`config.mk`:
```
export PLATFORM = sky130hd
export DESIGN_NAME = upsfc_top
export DESIGN_NICKNAME = d
export VERILOG_FILES = /design/src/verilog/upsfc_frame_tick.v /design/src/verilog/upsfc_mux_parse.v /design/src/verilog/upsfc_top.v
export VERILOG_INCLUDE_DIRS = /design/src /design/src/common
export SDC_FILE = /design/constraint.sdc
export NUM_CORES = 1
export LEC_CHECK = 0
export ABC_AREA = 0
export BUFFER_PORTS_ARGS = -buffer_cell sky130_fd_sc_hd__buf_2
export CAP_MARGIN = 20
export CORE_MARGIN = 4
export CORE_UTILIZATION = 50
export CTS_BUF_LIST = sky130_fd_sc_hd__clkbuf_16
export DETAILED_ROUTE_END_ITERATION = 8
export GPL_TIMING_DRIVEN = 1
export PLACE_DENSITY_LB_ADDON = 0.12
export SLEW_MARGIN = 20
export SYNTH_ARGS = -nofsm -noshare
export SYNTH_HDL_FRONTEND = slang
export SYNTH_SLANG_ARGS = --single-unit
```
`constraint.sdc`:
```
create_clock -name clk_in -period 6.31 [get_ports clk_in]
set_input_delay 1.262 -clock clk_in [delete_from_list [all_inputs] [get_ports clk_in]]
set_output_delay 1.262 -clock clk_in [all_outputs]
set_load 0.02 [all_outputs]
```
`src/common/upsfc_map.vh`:
```
// Constants for the serial-port power-saving and flow-control block.
// Assumes a single 200 MHz clock; every other rate is derived from it.
//
// Summary of operation
// Terminal holds DTR low, or grounds it.
// Hardware flow on: send only while RTS low.
// CTS low only when active, enabled, flow on; code also drives CTS low in mode 2 while RTS is off.
// Three-wire: CTS looped to RTS, others open.
// Cyclic saving: terminal holds data, device receives later.
// Mode 2: RTS falling wakes after 20 ms.
// Mode 2: RTS held low keeps device active.
// TxD rising while idle wakes after 20 ms.
// Character arriving while idle is discarded.
// Terminal sends wake-up character before commands.
// Firmware-upgrade listening only after reset release.
// Multiplexed sessions with flag-delimited framing.
// Channel 0 control, 1-5 data, 6 GPS.
// GPS link enabled: never enter idle.
// Setting 0 never idles; default setting.
// Idle timeout 40..65000 frames, default 2000.
// Each received character restarts the timeout.
// Idle/active machine; idle only on timeout.
`ifndef UPSFC_MAP_VH
`define UPSFC_MAP_VH

// Power-saving settings.
`define UPSFC_PSV_OFF 2'h0
`define UPSFC_PSV_CYCLIC 2'h1
`define UPSFC_PSV_RTS 2'h2

// Timing: clock period, wake-up time and frame length in their own units.
`define UPSFC_CLK_PERIOD_NS 5
`define UPSFC_WAKE_TIME_MS 20
`define UPSFC_GSM_FRAME_US 4615
// Cycle counts sized to their counters: 20 ms and one frame at 5 ns.
`define UPSFC_WAKE_CYC 22'h3d0900
`define UPSFC_FRAME_CYC 20'he1578

// Idle timeout limits and default, in frames.
`define UPSFC_TMO_MIN 16'h0028
`define UPSFC_TMO_MAX 16'hfde8
`define UPSFC_TMO_DEFAULT 16'h07d0

// Multiplexer framing.
`define UPSFC_MUX_FLAG 8'hf9
`define UPSFC_CH_CONTROL 6'h00
`define UPSFC_CH_DATA_FIRST 6'h01
`define UPSFC_CH_DATA_LAST 6'h05
`define UPSFC_CH_GPS 6'h06
`define UPSFC_CLS_CONTROL 2'h0
`define UPSFC_CLS_DATA 2'h1
`define UPSFC_CLS_GPS 2'h2
`define UPSFC_CLS_NONE 2'h3

`endif

```
`src/verilog/upsfc_frame_tick.v`:
```
// Frame-rate tick generator for the idle timeout.
// Assumes the 200 MHz clock; emits a one-cycle pulse every frame.
`timescale 1ns/1ps
`default_nettype none

module upsfc_frame_tick #(
    parameter [19:0] FRAME_CYC = 20'he1578
) (
    input wire clk_in,
    input wire rst_n_in,
    input wire restart_in,
    output reg tick_out
);

    reg [19:0] cnt_r;

    ////////////////////////////////////////////////////////////////////////
    // Divider; restart realigns the frame phase to the last character.
    always @(posedge clk_in) begin
        if (!rst_n_in || restart_in) begin
            cnt_r <= 20'h00000;
            tick_out <= 1'b0;
        end else if (cnt_r == FRAME_CYC - 20'h00001) begin
            cnt_r <= 20'h00000;
            tick_out <= 1'b1;
        end else begin
            cnt_r <= cnt_r + 20'h00001;
            tick_out <= 1'b0;
        end
    end

endmodule // upsfc_frame_tick

`default_nettype wire

```
`src/verilog/upsfc_mux_parse.v`:
```
// Multiplexer frame parser for bytes received from the terminal.
// Assumes whole received bytes arrive as one-cycle strobes.
`timescale 1ns/1ps
`default_nettype none
`include "upsfc_map.vh"

module upsfc_mux_parse (
    input wire clk_in,
    input wire rst_n_in,
    input wire byte_valid_in,
    input wire [7:0] byte_in,
    output reg data_valid_out,
    output reg [7:0] data_out,
    output reg [5:0] dlci_out,
    output reg [1:0] chan_class_out
);

    localparam [2:0] ST_HUNT = 3'h0;
    localparam [2:0] ST_ADDR = 3'h1;
    localparam [2:0] ST_CTRL = 3'h2;
    localparam [2:0] ST_LEN = 3'h3;
    localparam [2:0] ST_DATA = 3'h4;
    localparam [2:0] ST_FCS = 3'h5;

    reg [2:0] state_r;
    reg [6:0] left_r;

    // Maps a channel number to its use.
    function [1:0] chan_class;
        input [5:0] dlci;
        begin
            if (dlci == `UPSFC_CH_CONTROL)
                chan_class = `UPSFC_CLS_CONTROL;
            else if (dlci >= `UPSFC_CH_DATA_FIRST && dlci <= `UPSFC_CH_DATA_LAST)
                chan_class = `UPSFC_CLS_DATA;
            else if (dlci == `UPSFC_CH_GPS)
                chan_class = `UPSFC_CLS_GPS;
            else
                chan_class = `UPSFC_CLS_NONE;
        end
    endfunction

    ////////////////////////////////////////////////////////////////////////
    // Frame walk: flag, address, control, length, payload, check, flag.
    always @(posedge clk_in) begin
        if (!rst_n_in) begin
            state_r <= ST_HUNT;
            left_r <= 7'h00;
            data_valid_out <= 1'b0;
            data_out <= 8'h00;
            dlci_out <= 6'h00;
            chan_class_out <= `UPSFC_CLS_NONE;
        end else begin
            data_valid_out <= 1'b0;
            if (byte_valid_in) begin
                case (state_r)
                    ST_HUNT: begin
                        if (byte_in == `UPSFC_MUX_FLAG) begin
                            state_r <= ST_ADDR;
                        end
                    end
                    ST_ADDR: begin
                        if (byte_in != `UPSFC_MUX_FLAG) begin
                            dlci_out <= byte_in[7:2];
                            chan_class_out <= chan_class(byte_in[7:2]);
                            state_r <= ST_CTRL;
                        end
                    end
                    ST_CTRL: begin
                        state_r <= ST_LEN;
                    end
                    ST_LEN: begin
                        left_r <= byte_in[7:1];
                        state_r <= (byte_in[7:1] == 7'h00) ? ST_FCS : ST_DATA;
                    end
                    ST_DATA: begin
                        data_valid_out <= (chan_class_out != `UPSFC_CLS_NONE);
                        data_out <= byte_in;
                        left_r <= left_r - 7'h01;
                        if (left_r == 7'h01) begin
                            state_r <= ST_FCS;
                        end
                    end
                    ST_FCS: begin
                        state_r <= ST_HUNT;
                    end
                    default: begin
                        state_r <= ST_HUNT;
                    end
                endcase
            end
        end
    end

endmodule // upsfc_mux_parse

`default_nettype wire

```
`src/verilog/upsfc_top.v`:
```
// Serial-port power-saving and flow-control logic of the modem side.
// Assumes all inputs synchronous to clk_in; lines are active-low levels.
`timescale 1ns/1ps
`default_nettype none
`include "upsfc_map.vh"

module upsfc_top #(
    parameter [21:0] WAKE_CYC = `UPSFC_WAKE_CYC,
    parameter [19:0] FRAME_CYC = `UPSFC_FRAME_CYC
) (
    input wire clk_in,
    input wire rst_n_in,
    input wire [1:0] power_saving_setting_command_in,
    input wire flow_control_on_setting_in,
    input wire [15:0] idle_timeout_frames_in,
    input wire gps_link_enable_command_in,
    input wire uart_init_done_in,
    input wire paging_wake_in,
    input wire rts_n_in,
    input wire dtr_n_in,
    input wire txd_in,
    input wire rx_byte_valid_in,
    input wire [7:0] rx_byte_in,
    output reg cts_n_out,
    output reg active_out,
    output reg tx_permit_out,
    output reg rx_valid_out,
    output reg [7:0] rx_byte_out,
    output reg fw_upgrade_listen_out,
    output reg dtr_fault_out,
    output reg mux_valid_out,
    output reg [7:0] mux_byte_out,
    output reg [5:0] mux_dlci_out,
    output reg [1:0] mux_class_out
);

    localparam [1:0] ST_IDLE = 2'h0;
    localparam [1:0] ST_WAKING = 2'h1;
    localparam [1:0] ST_ACTIVE = 2'h2;

    reg [1:0] state_r;
    reg [1:0] state_nxt;
    reg [21:0] wake_cnt_r;
    reg [15:0] tmo_cnt_r;
    reg rts_n_prev_r;
    reg txd_prev_r;
    reg init_seen_r;
    wire frame_tick;
    wire rx_in_active;
    wire force_active;
    wire flow_on;
    wire rts_fall;
    wire txd_rise;
    wire tmo_expired;
    wire [15:0] tmo_limit;
    wire mux_valid;
    wire [7:0] mux_byte;
    wire [5:0] mux_dlci;
    wire [1:0] mux_class;

    ////////////////////////////////////////////////////////////////////////
    // Configuration decode.

    // Flow control cannot be on together with the RTS-controlled setting.
    assign flow_on = flow_control_on_setting_in &&
                     (power_saving_setting_command_in != `UPSFC_PSV_RTS);

    // Conditions that forbid idle: setting 0, GPS link, RTS held low in mode 2.
    assign force_active = (power_saving_setting_command_in == `UPSFC_PSV_OFF) ||
                          gps_link_enable_command_in ||
                          ((power_saving_setting_command_in == `UPSFC_PSV_RTS) &&
                           !rts_n_in);

    // Timeout limit clamped into its programmable range.
    assign tmo_limit = (idle_timeout_frames_in < `UPSFC_TMO_MIN) ? `UPSFC_TMO_MIN :
                       (idle_timeout_frames_in > `UPSFC_TMO_MAX) ? `UPSFC_TMO_MAX :
                       idle_timeout_frames_in;

    assign tmo_expired = (tmo_cnt_r >= tmo_limit);

    // Line edges: RTS going on in mode 2, TxD rising as a wake character.
    assign rts_fall = rts_n_prev_r && !rts_n_in &&
                      (power_saving_setting_command_in == `UPSFC_PSV_RTS);
    assign txd_rise = !txd_prev_r && txd_in;

    // A character counts only once the wake-up time is over.
    assign rx_in_active = rx_byte_valid_in && (state_r == ST_ACTIVE);

    ////////////////////////////////////////////////////////////////////////
    // Edge history of the wake lines.
    always @(posedge clk_in) begin
        if (!rst_n_in) begin
            rts_n_prev_r <= 1'b1;
            txd_prev_r <= 1'b1;
        end else begin
            rts_n_prev_r <= rts_n_in;
            txd_prev_r <= txd_in;
        end
    end

    ////////////////////////////////////////////////////////////////////////
    // Frame tick; each accepted character realigns it.
    upsfc_frame_tick #(
        .FRAME_CYC(FRAME_CYC)
    ) u_tick (
        .clk_in(clk_in),
        .rst_n_in(rst_n_in),
        .restart_in(rx_in_active),
        .tick_out(frame_tick)
    );

    ////////////////////////////////////////////////////////////////////////
    // Idle/active next-state logic.
    always @* begin
        state_nxt = state_r;
        case (state_r)
            ST_IDLE: begin
                if (force_active && !rts_fall) begin
                    state_nxt = ST_ACTIVE;
                end else if (rts_fall || txd_rise) begin
                    state_nxt = ST_WAKING;
                end else if (paging_wake_in) begin
                    state_nxt = ST_ACTIVE;
                end
            end
            ST_WAKING: begin
                if (wake_cnt_r == WAKE_CYC - 22'h000001) begin
                    state_nxt = ST_ACTIVE;
                end
            end
            ST_ACTIVE: begin
                if (!force_active && tmo_expired) begin
                    state_nxt = ST_IDLE;
                end
            end
            default: begin
                state_nxt = ST_IDLE;
            end
        endcase
    end

    ////////////////////////////////////////////////////////////////////////
    // State register; reset lands in active so setting 0 holds from start.
    always @(posedge clk_in) begin
        if (!rst_n_in) begin
            state_r <= ST_ACTIVE;
        end else begin
            state_r <= state_nxt;
        end
    end

    ////////////////////////////////////////////////////////////////////////
    // Wake-up timer: counts the 20 ms from the wake edge.
    always @(posedge clk_in) begin
        if (!rst_n_in || state_r != ST_WAKING) begin
            wake_cnt_r <= 22'h000000;
        end else begin
            wake_cnt_r <= wake_cnt_r + 22'h000001;
        end
    end

    ////////////////////////////////////////////////////////////////////////
    // Idle timeout in frames; cleared on entry and on every character.
    always @(posedge clk_in) begin
        if (!rst_n_in || state_r != ST_ACTIVE || rx_in_active) begin
            tmo_cnt_r <= 16'h0000;
        end else if (frame_tick && !tmo_expired) begin
            tmo_cnt_r <= tmo_cnt_r + 16'h0001;
        end
    end

    ////////////////////////////////////////////////////////////////////////
    // Handshake outputs.
    always @(posedge clk_in) begin
        if (!rst_n_in) begin
            cts_n_out <= 1'b1;
            active_out <= 1'b0;
            tx_permit_out <= 1'b0;
            dtr_fault_out <= 1'b0;
        end else begin
            active_out <= (state_nxt == ST_ACTIVE);
            // Also shown when RTS is off in mode 2, as the cyclic case does.
            cts_n_out <= !((state_nxt == ST_ACTIVE) && uart_init_done_in &&
                           (flow_on || ((power_saving_setting_command_in ==
                                         `UPSFC_PSV_RTS) && rts_n_in)));
            tx_permit_out <= (state_nxt == ST_ACTIVE) && uart_init_done_in &&
                             (!flow_on || !rts_n_in);
            dtr_fault_out <= dtr_n_in;
        end
    end

    ////////////////////////////////////////////////////////////////////////
    // Received data delivery; idle and waking characters are dropped.
    always @(posedge clk_in) begin
        if (!rst_n_in) begin
            rx_valid_out <= 1'b0;
            rx_byte_out <= 8'h00;
        end else begin
            rx_valid_out <= rx_in_active && uart_init_done_in;
            if (rx_in_active) begin
                rx_byte_out <= rx_byte_in;
            end
        end
    end

    ////////////////////////////////////////////////////////////////////////
    // Firmware-upgrade window: opens only at reset release, shuts at init.
    always @(posedge clk_in) begin
        if (!rst_n_in) begin
            init_seen_r <= 1'b0;
            fw_upgrade_listen_out <= 1'b0;
        end else begin
            if (uart_init_done_in) begin
                init_seen_r <= 1'b1;
            end
            fw_upgrade_listen_out <= !init_seen_r && !uart_init_done_in;
        end
    end

    ////////////////////////////////////////////////////////////////////////
    // Multiplexer session parser on accepted bytes.
    upsfc_mux_parse u_mux (
        .clk_in(clk_in),
        .rst_n_in(rst_n_in),
        .byte_valid_in(rx_in_active && uart_init_done_in),
        .byte_in(rx_byte_in),
        .data_valid_out(mux_valid),
        .data_out(mux_byte),
        .dlci_out(mux_dlci),
        .chan_class_out(mux_class)
    );

    // Registered copies so every output leaves from a flip-flop here.
    always @(posedge clk_in) begin
        if (!rst_n_in) begin
            mux_valid_out <= 1'b0;
            mux_byte_out <= 8'h00;
            mux_dlci_out <= 6'h00;
            mux_class_out <= `UPSFC_CLS_NONE;
        end else begin
            mux_valid_out <= mux_valid;
            mux_byte_out <= mux_byte;
            mux_dlci_out <= mux_dlci;
            mux_class_out <= mux_class;
        end
    end

endmodule // upsfc_top

`default_nettype wire

```
==> results.md <==
- The final-report hold violation count was 0.
- The shortest period the worst path allows is 4180 ps.
- Counting the buffers created by CTS gives 17.
- The number of cell rows is 37.
- The start point of the worst min-delay path is init_seen_r$_SDFFE_PN0P_.
- Routability-driven placement finished with a final weighted congestion of between 0.8 and 0.9.
- The max-slew violation count is 0.
- The clock latency on the worst-skew pair is between 400 and 500 ps.
- In this run the clock root is driven by a clkbuf_16.
- In this run the horizontal extent of the chip is around 110 µm.
- The largest vdd supply drop is around 0.21 mV.
- The vertical die dimension is 113 µm.
- The number of endpoints failing setup at the final stage is 0.
- The standby leakage power is ~2.5 nW.
- The largest fanout on the critical path is 13.
- For this run, the top clock speed supported by timing is around 240 MHz.
- After layout, the worst setup slack is ~2100 ps.
- For this configuration, the core starts out at a cell density of 0.521.
- The antenna violation net count after detailed routing is 0.
- The netlist area before placement is between 5000 and 6000 µm².
- The final total power is between 1.5 and 2 mW.
- TritonCTS built the clock tree.
- The arrival time at the worst endpoint is roughly 4500 ps.
- The startpoint type of the worst setup path is an input pin.
- The H-tree generated during clock tree synthesis spans 4 levels.
- The number of antenna violations at the first check in global routing is 0.
- The share of the Yosys chip area taken by registers is 0.446.
- Measured against its own limit, the worst slew margin works out to 0.456.
- The number of port buffers is between 60 and 70.
- After the first detailed-routing iteration, the DRC count stood at approximately 240.
- The endpoint of the worst hold path is fw_upgrade_listen_out$_SDFF_PN0_.
- The final net count is 773.
- The worst setup path is captured at a register.
- Setup repair after global routing left no endpoint under its margin.
- The mean post-synth cell area is approximately 8.4 µm².
- For this run, the total global-route usage over all layers was measured as 0.188.
- The share of synthesized registers carrying an async set or reset is 0.
- The cts-stage hold buffer count is 0.
- The required time of the critical path is ~6600 ps.
- The total grt overflow is 0.
- The per-cell routed wire length is about 13 µm.
- The worst register-to-register path has a setup slack of approximately 3800 ps.
- The clock tree skew after final layout is between 7 and 8 ps.
- The reported max-cap violation count is 0.
- The fraction of layout cells with a size suffix above 1 is 0.143.
- The clock tree buffer depth is 2.
- Gates resized during post-CTS repair numbered 0.
- For the pin with the worst max-slew slack, the measured transition is between 800 and 900 ps.
- The number of cells on the worst reg-to-reg path is 7.
- The area of the multi-input gates is around 2900 µm².
- For this run, the leading register cell type out of synthesis is dfxtp_1.
- Registers take around 2400 µm².
- Counting instances, the worst hold path has a depth of 1.
- The area of the die is between 10000 and 15000 µm².
- 0 antenna diodes ended up in the layout.
- The number of global-route vias before repair came to roughly 4400.
- From synthesis to final layout, the design area changed by 18.5%.
- After synthesis, the netlist uses 52 different library cells.
- Once detailed placement completed, the half-perimeter wirelength came to a little over 8000 µm.
- The number of post-CTS setup repair buffers is 0.
- The type of the tightest min-delay check is reg2reg.
- The first global-routing pass estimated 19800 µm of wire.
- The category of the most critical setup path is in2reg.
- The number of enable flip-flop cells after synthesis is 0.
- The summed negative setup slack over all endpoints is 0 ps.
- Dividing the final minimum period by the clock period gives 0.662.
- The sink count of the clock tree is about 120.
- The via count of the routed design is 4635.
- For this design the ratio of total power to cell area is approximately 280 nW/µm².
- The count of pins on the block boundary is 67.
- The run finished with clean final reports.
- The number of synthesis warnings is 0.
- The launching point of the worst reg2reg path is tmo_cnt_r[1]$_SDFFE_PP0P_.
- In this run the critical register-to-register path is captured at tmo_cnt_r[15]$_SDFFE_PP0P_.
- The number of instances in the synthesized netlist is about 650.
- The first detailed-routing pass ran for 4 iterations.
- In the routed design, unresolved DRC markers number 0.
- Summed over all layers, the routed wires come to 11600 µm.
- The clock transition at the registers of the reported paths is 50 ps.
- Entering global routing, the biggest net connects 35 pins.
- The number of nets in the synthesized netlist is roughly 700.
- The synthesized design contains about 120 register bits.
- The core area is roughly 11000 µm².
- The via-per-instance ratio is roughly 5.4.
- The final-layout fill cell count is 891.
- Before CTS, the worst setup slack after placement is approximately 1700 ps.
## layout by cell type (no fill, tap or decap), types with 21 or more instances in the layout
cell type  count
nand3_1       27
buf_2         66
nor2_1        87
nand2_1       71
o21ai_0       38
dfxtp_1      122
ha_1          21
xor2_1        26
and2_1        23
a21oi_1       47
## per-layer routing
metal,track usage,vias up,part of all wire
li1,-,2415,-
met3,0.0453,6,0.045
met5,0,-,0
met1,0.237,2129,0.47
met2,0.310,85,0.47
met4,0.0729,0,0.0098
## state kept, by name (all words and copies together), names as in the netlist, 3 cells and up
register,count
rx_byte_out,8
u_mux.dlci_out,6
mux_byte_out,8
u_mux.left_r,7
u_mux.state_r,3
u_tick.cnt_r,20
wake_cnt_r,22
tmo_cnt_r,16
mux_dlci_out,6
u_mux.data_out,8
## how the worst max path moves through the flow
stage	start	endpoint	slack, ps
after floorplan	idle_timeout_frames_in[0]	tmo_cnt_r[12]$_SDFFE_PP0P_	2290
after global placement	idle_timeout_frames_in[0]	tmo_cnt_r[15]$_SDFFE_PP0P_	1920
after detailed placement	idle_timeout_frames_in[0]	tmo_cnt_r[15]$_SDFFE_PP0P_	1740
after CTS	idle_timeout_frames_in[0]	tmo_cnt_r[15]$_SDFFE_PP0P_	2150
after global routing	idle_timeout_frames_in[0]	tmo_cnt_r[9]$_SDFFE_PP0P_	1880
final	idle_timeout_frames_in[0]	tmo_cnt_r[15]$_SDFFE_PP0P_	2130
## final cells by class
| cell class | instances | area share |
|---|---|---|
| clock buffers | 17 | 0.0655 |
| inverters | 18 | 0.0104 |
| well taps | 136 | 0.0262 |
| clock inverters | 15 | 0.0245 |
| multi-input cells | 489 | 0.444 |
| flip-flops and latches | 122 | 0.376 |
| repair buffers | 68 | 0.0532 |
## critical path, cell delays in order
cell	delay (ps)
buf_2	100
or3_1	370
a21oi_1	160
nor2_1	60
o21ai_0	180
and2_1	230
nand2_1	80
ha_1	280
nor2b_1	130
o211a_1	210
o311ai_2	390
nand4_1	430
or3_1	470
a21oi_1	140
## metrics by stage
stage / std cells / hold slack, ps / area [µm²] / util
floorplan: 652 / 399 / 5480 / -
global placement: 833 / 416 / 5910 / 0.562
detailed placement: 833 / 420 / 5910 / 0.562
CTS: 865 / 431 / 6490 / 0.618
global route: 865 / 460 / 6490 / 0.618
finish: 865 / 428 / 6490 / 0.618
## cells by family (layout without fill, tap and decap cells)
logic type / after synthesis / after routing / share of synthesized area
XOR/XNOR: 36 / 36 / 0.0576
AND/OR/NAND/NOR: 311 / 311 / 0.286
multiplexers: 9 / 9 / 0.0167
buffers and inverters: 41 / 118 / 0.0281
flip-flops: 122 / 122 / 0.446
AO/OA/AOI/OAI: 112 / 112 / 0.117
adder cells (fa/ha/maj): 21 / 21 / 0.0480
## cell usage after synthesis, types with 2 or more instances
library cell	instances	area, µm²
o211ai_1	4	30.0
nor4b_1	2	17.5
o21a_1	2	15.0
nor2b_1	8	50.1
inv_1	17	63.8
xnor2_1	10	87.6
and4_1	7	61.3
or4_1	9	67.6
nor3_1	11	55.1
nor2_1	87	327
a211oi_1	3	22.5
mux2i_1	8	80.1
ha_1	21	263
dfxtp_1	122	2440
o22ai_1	2	12.5
a31oi_1	2	12.5
a22oi_1	3	22.5
nand3_1	27	135
and3_1	6	37.5
and2_1	23	144
a21oi_1	47	235
nand2b_1	9	56.3
o21ai_0	38	190
clkbuf_1	22	82.6
xor2_1	26	228
nor3b_1	3	22.5
nor4_1	7	43.8
or3_1	13	81.3
nand2_1	71	267
nand4_1	20	125
## power by group
| group | internal [mW] | switching (mW) | total (mW) |
|---|---|---|---|
| sequential | 0.778 | 0.00304 | 0.781 |
| clock | 0.612 | 0.335 | 0.947 |
| combinational | 0.0269 | 0.0480 | 0.0749 |
(Power assumes the default switching activity.)
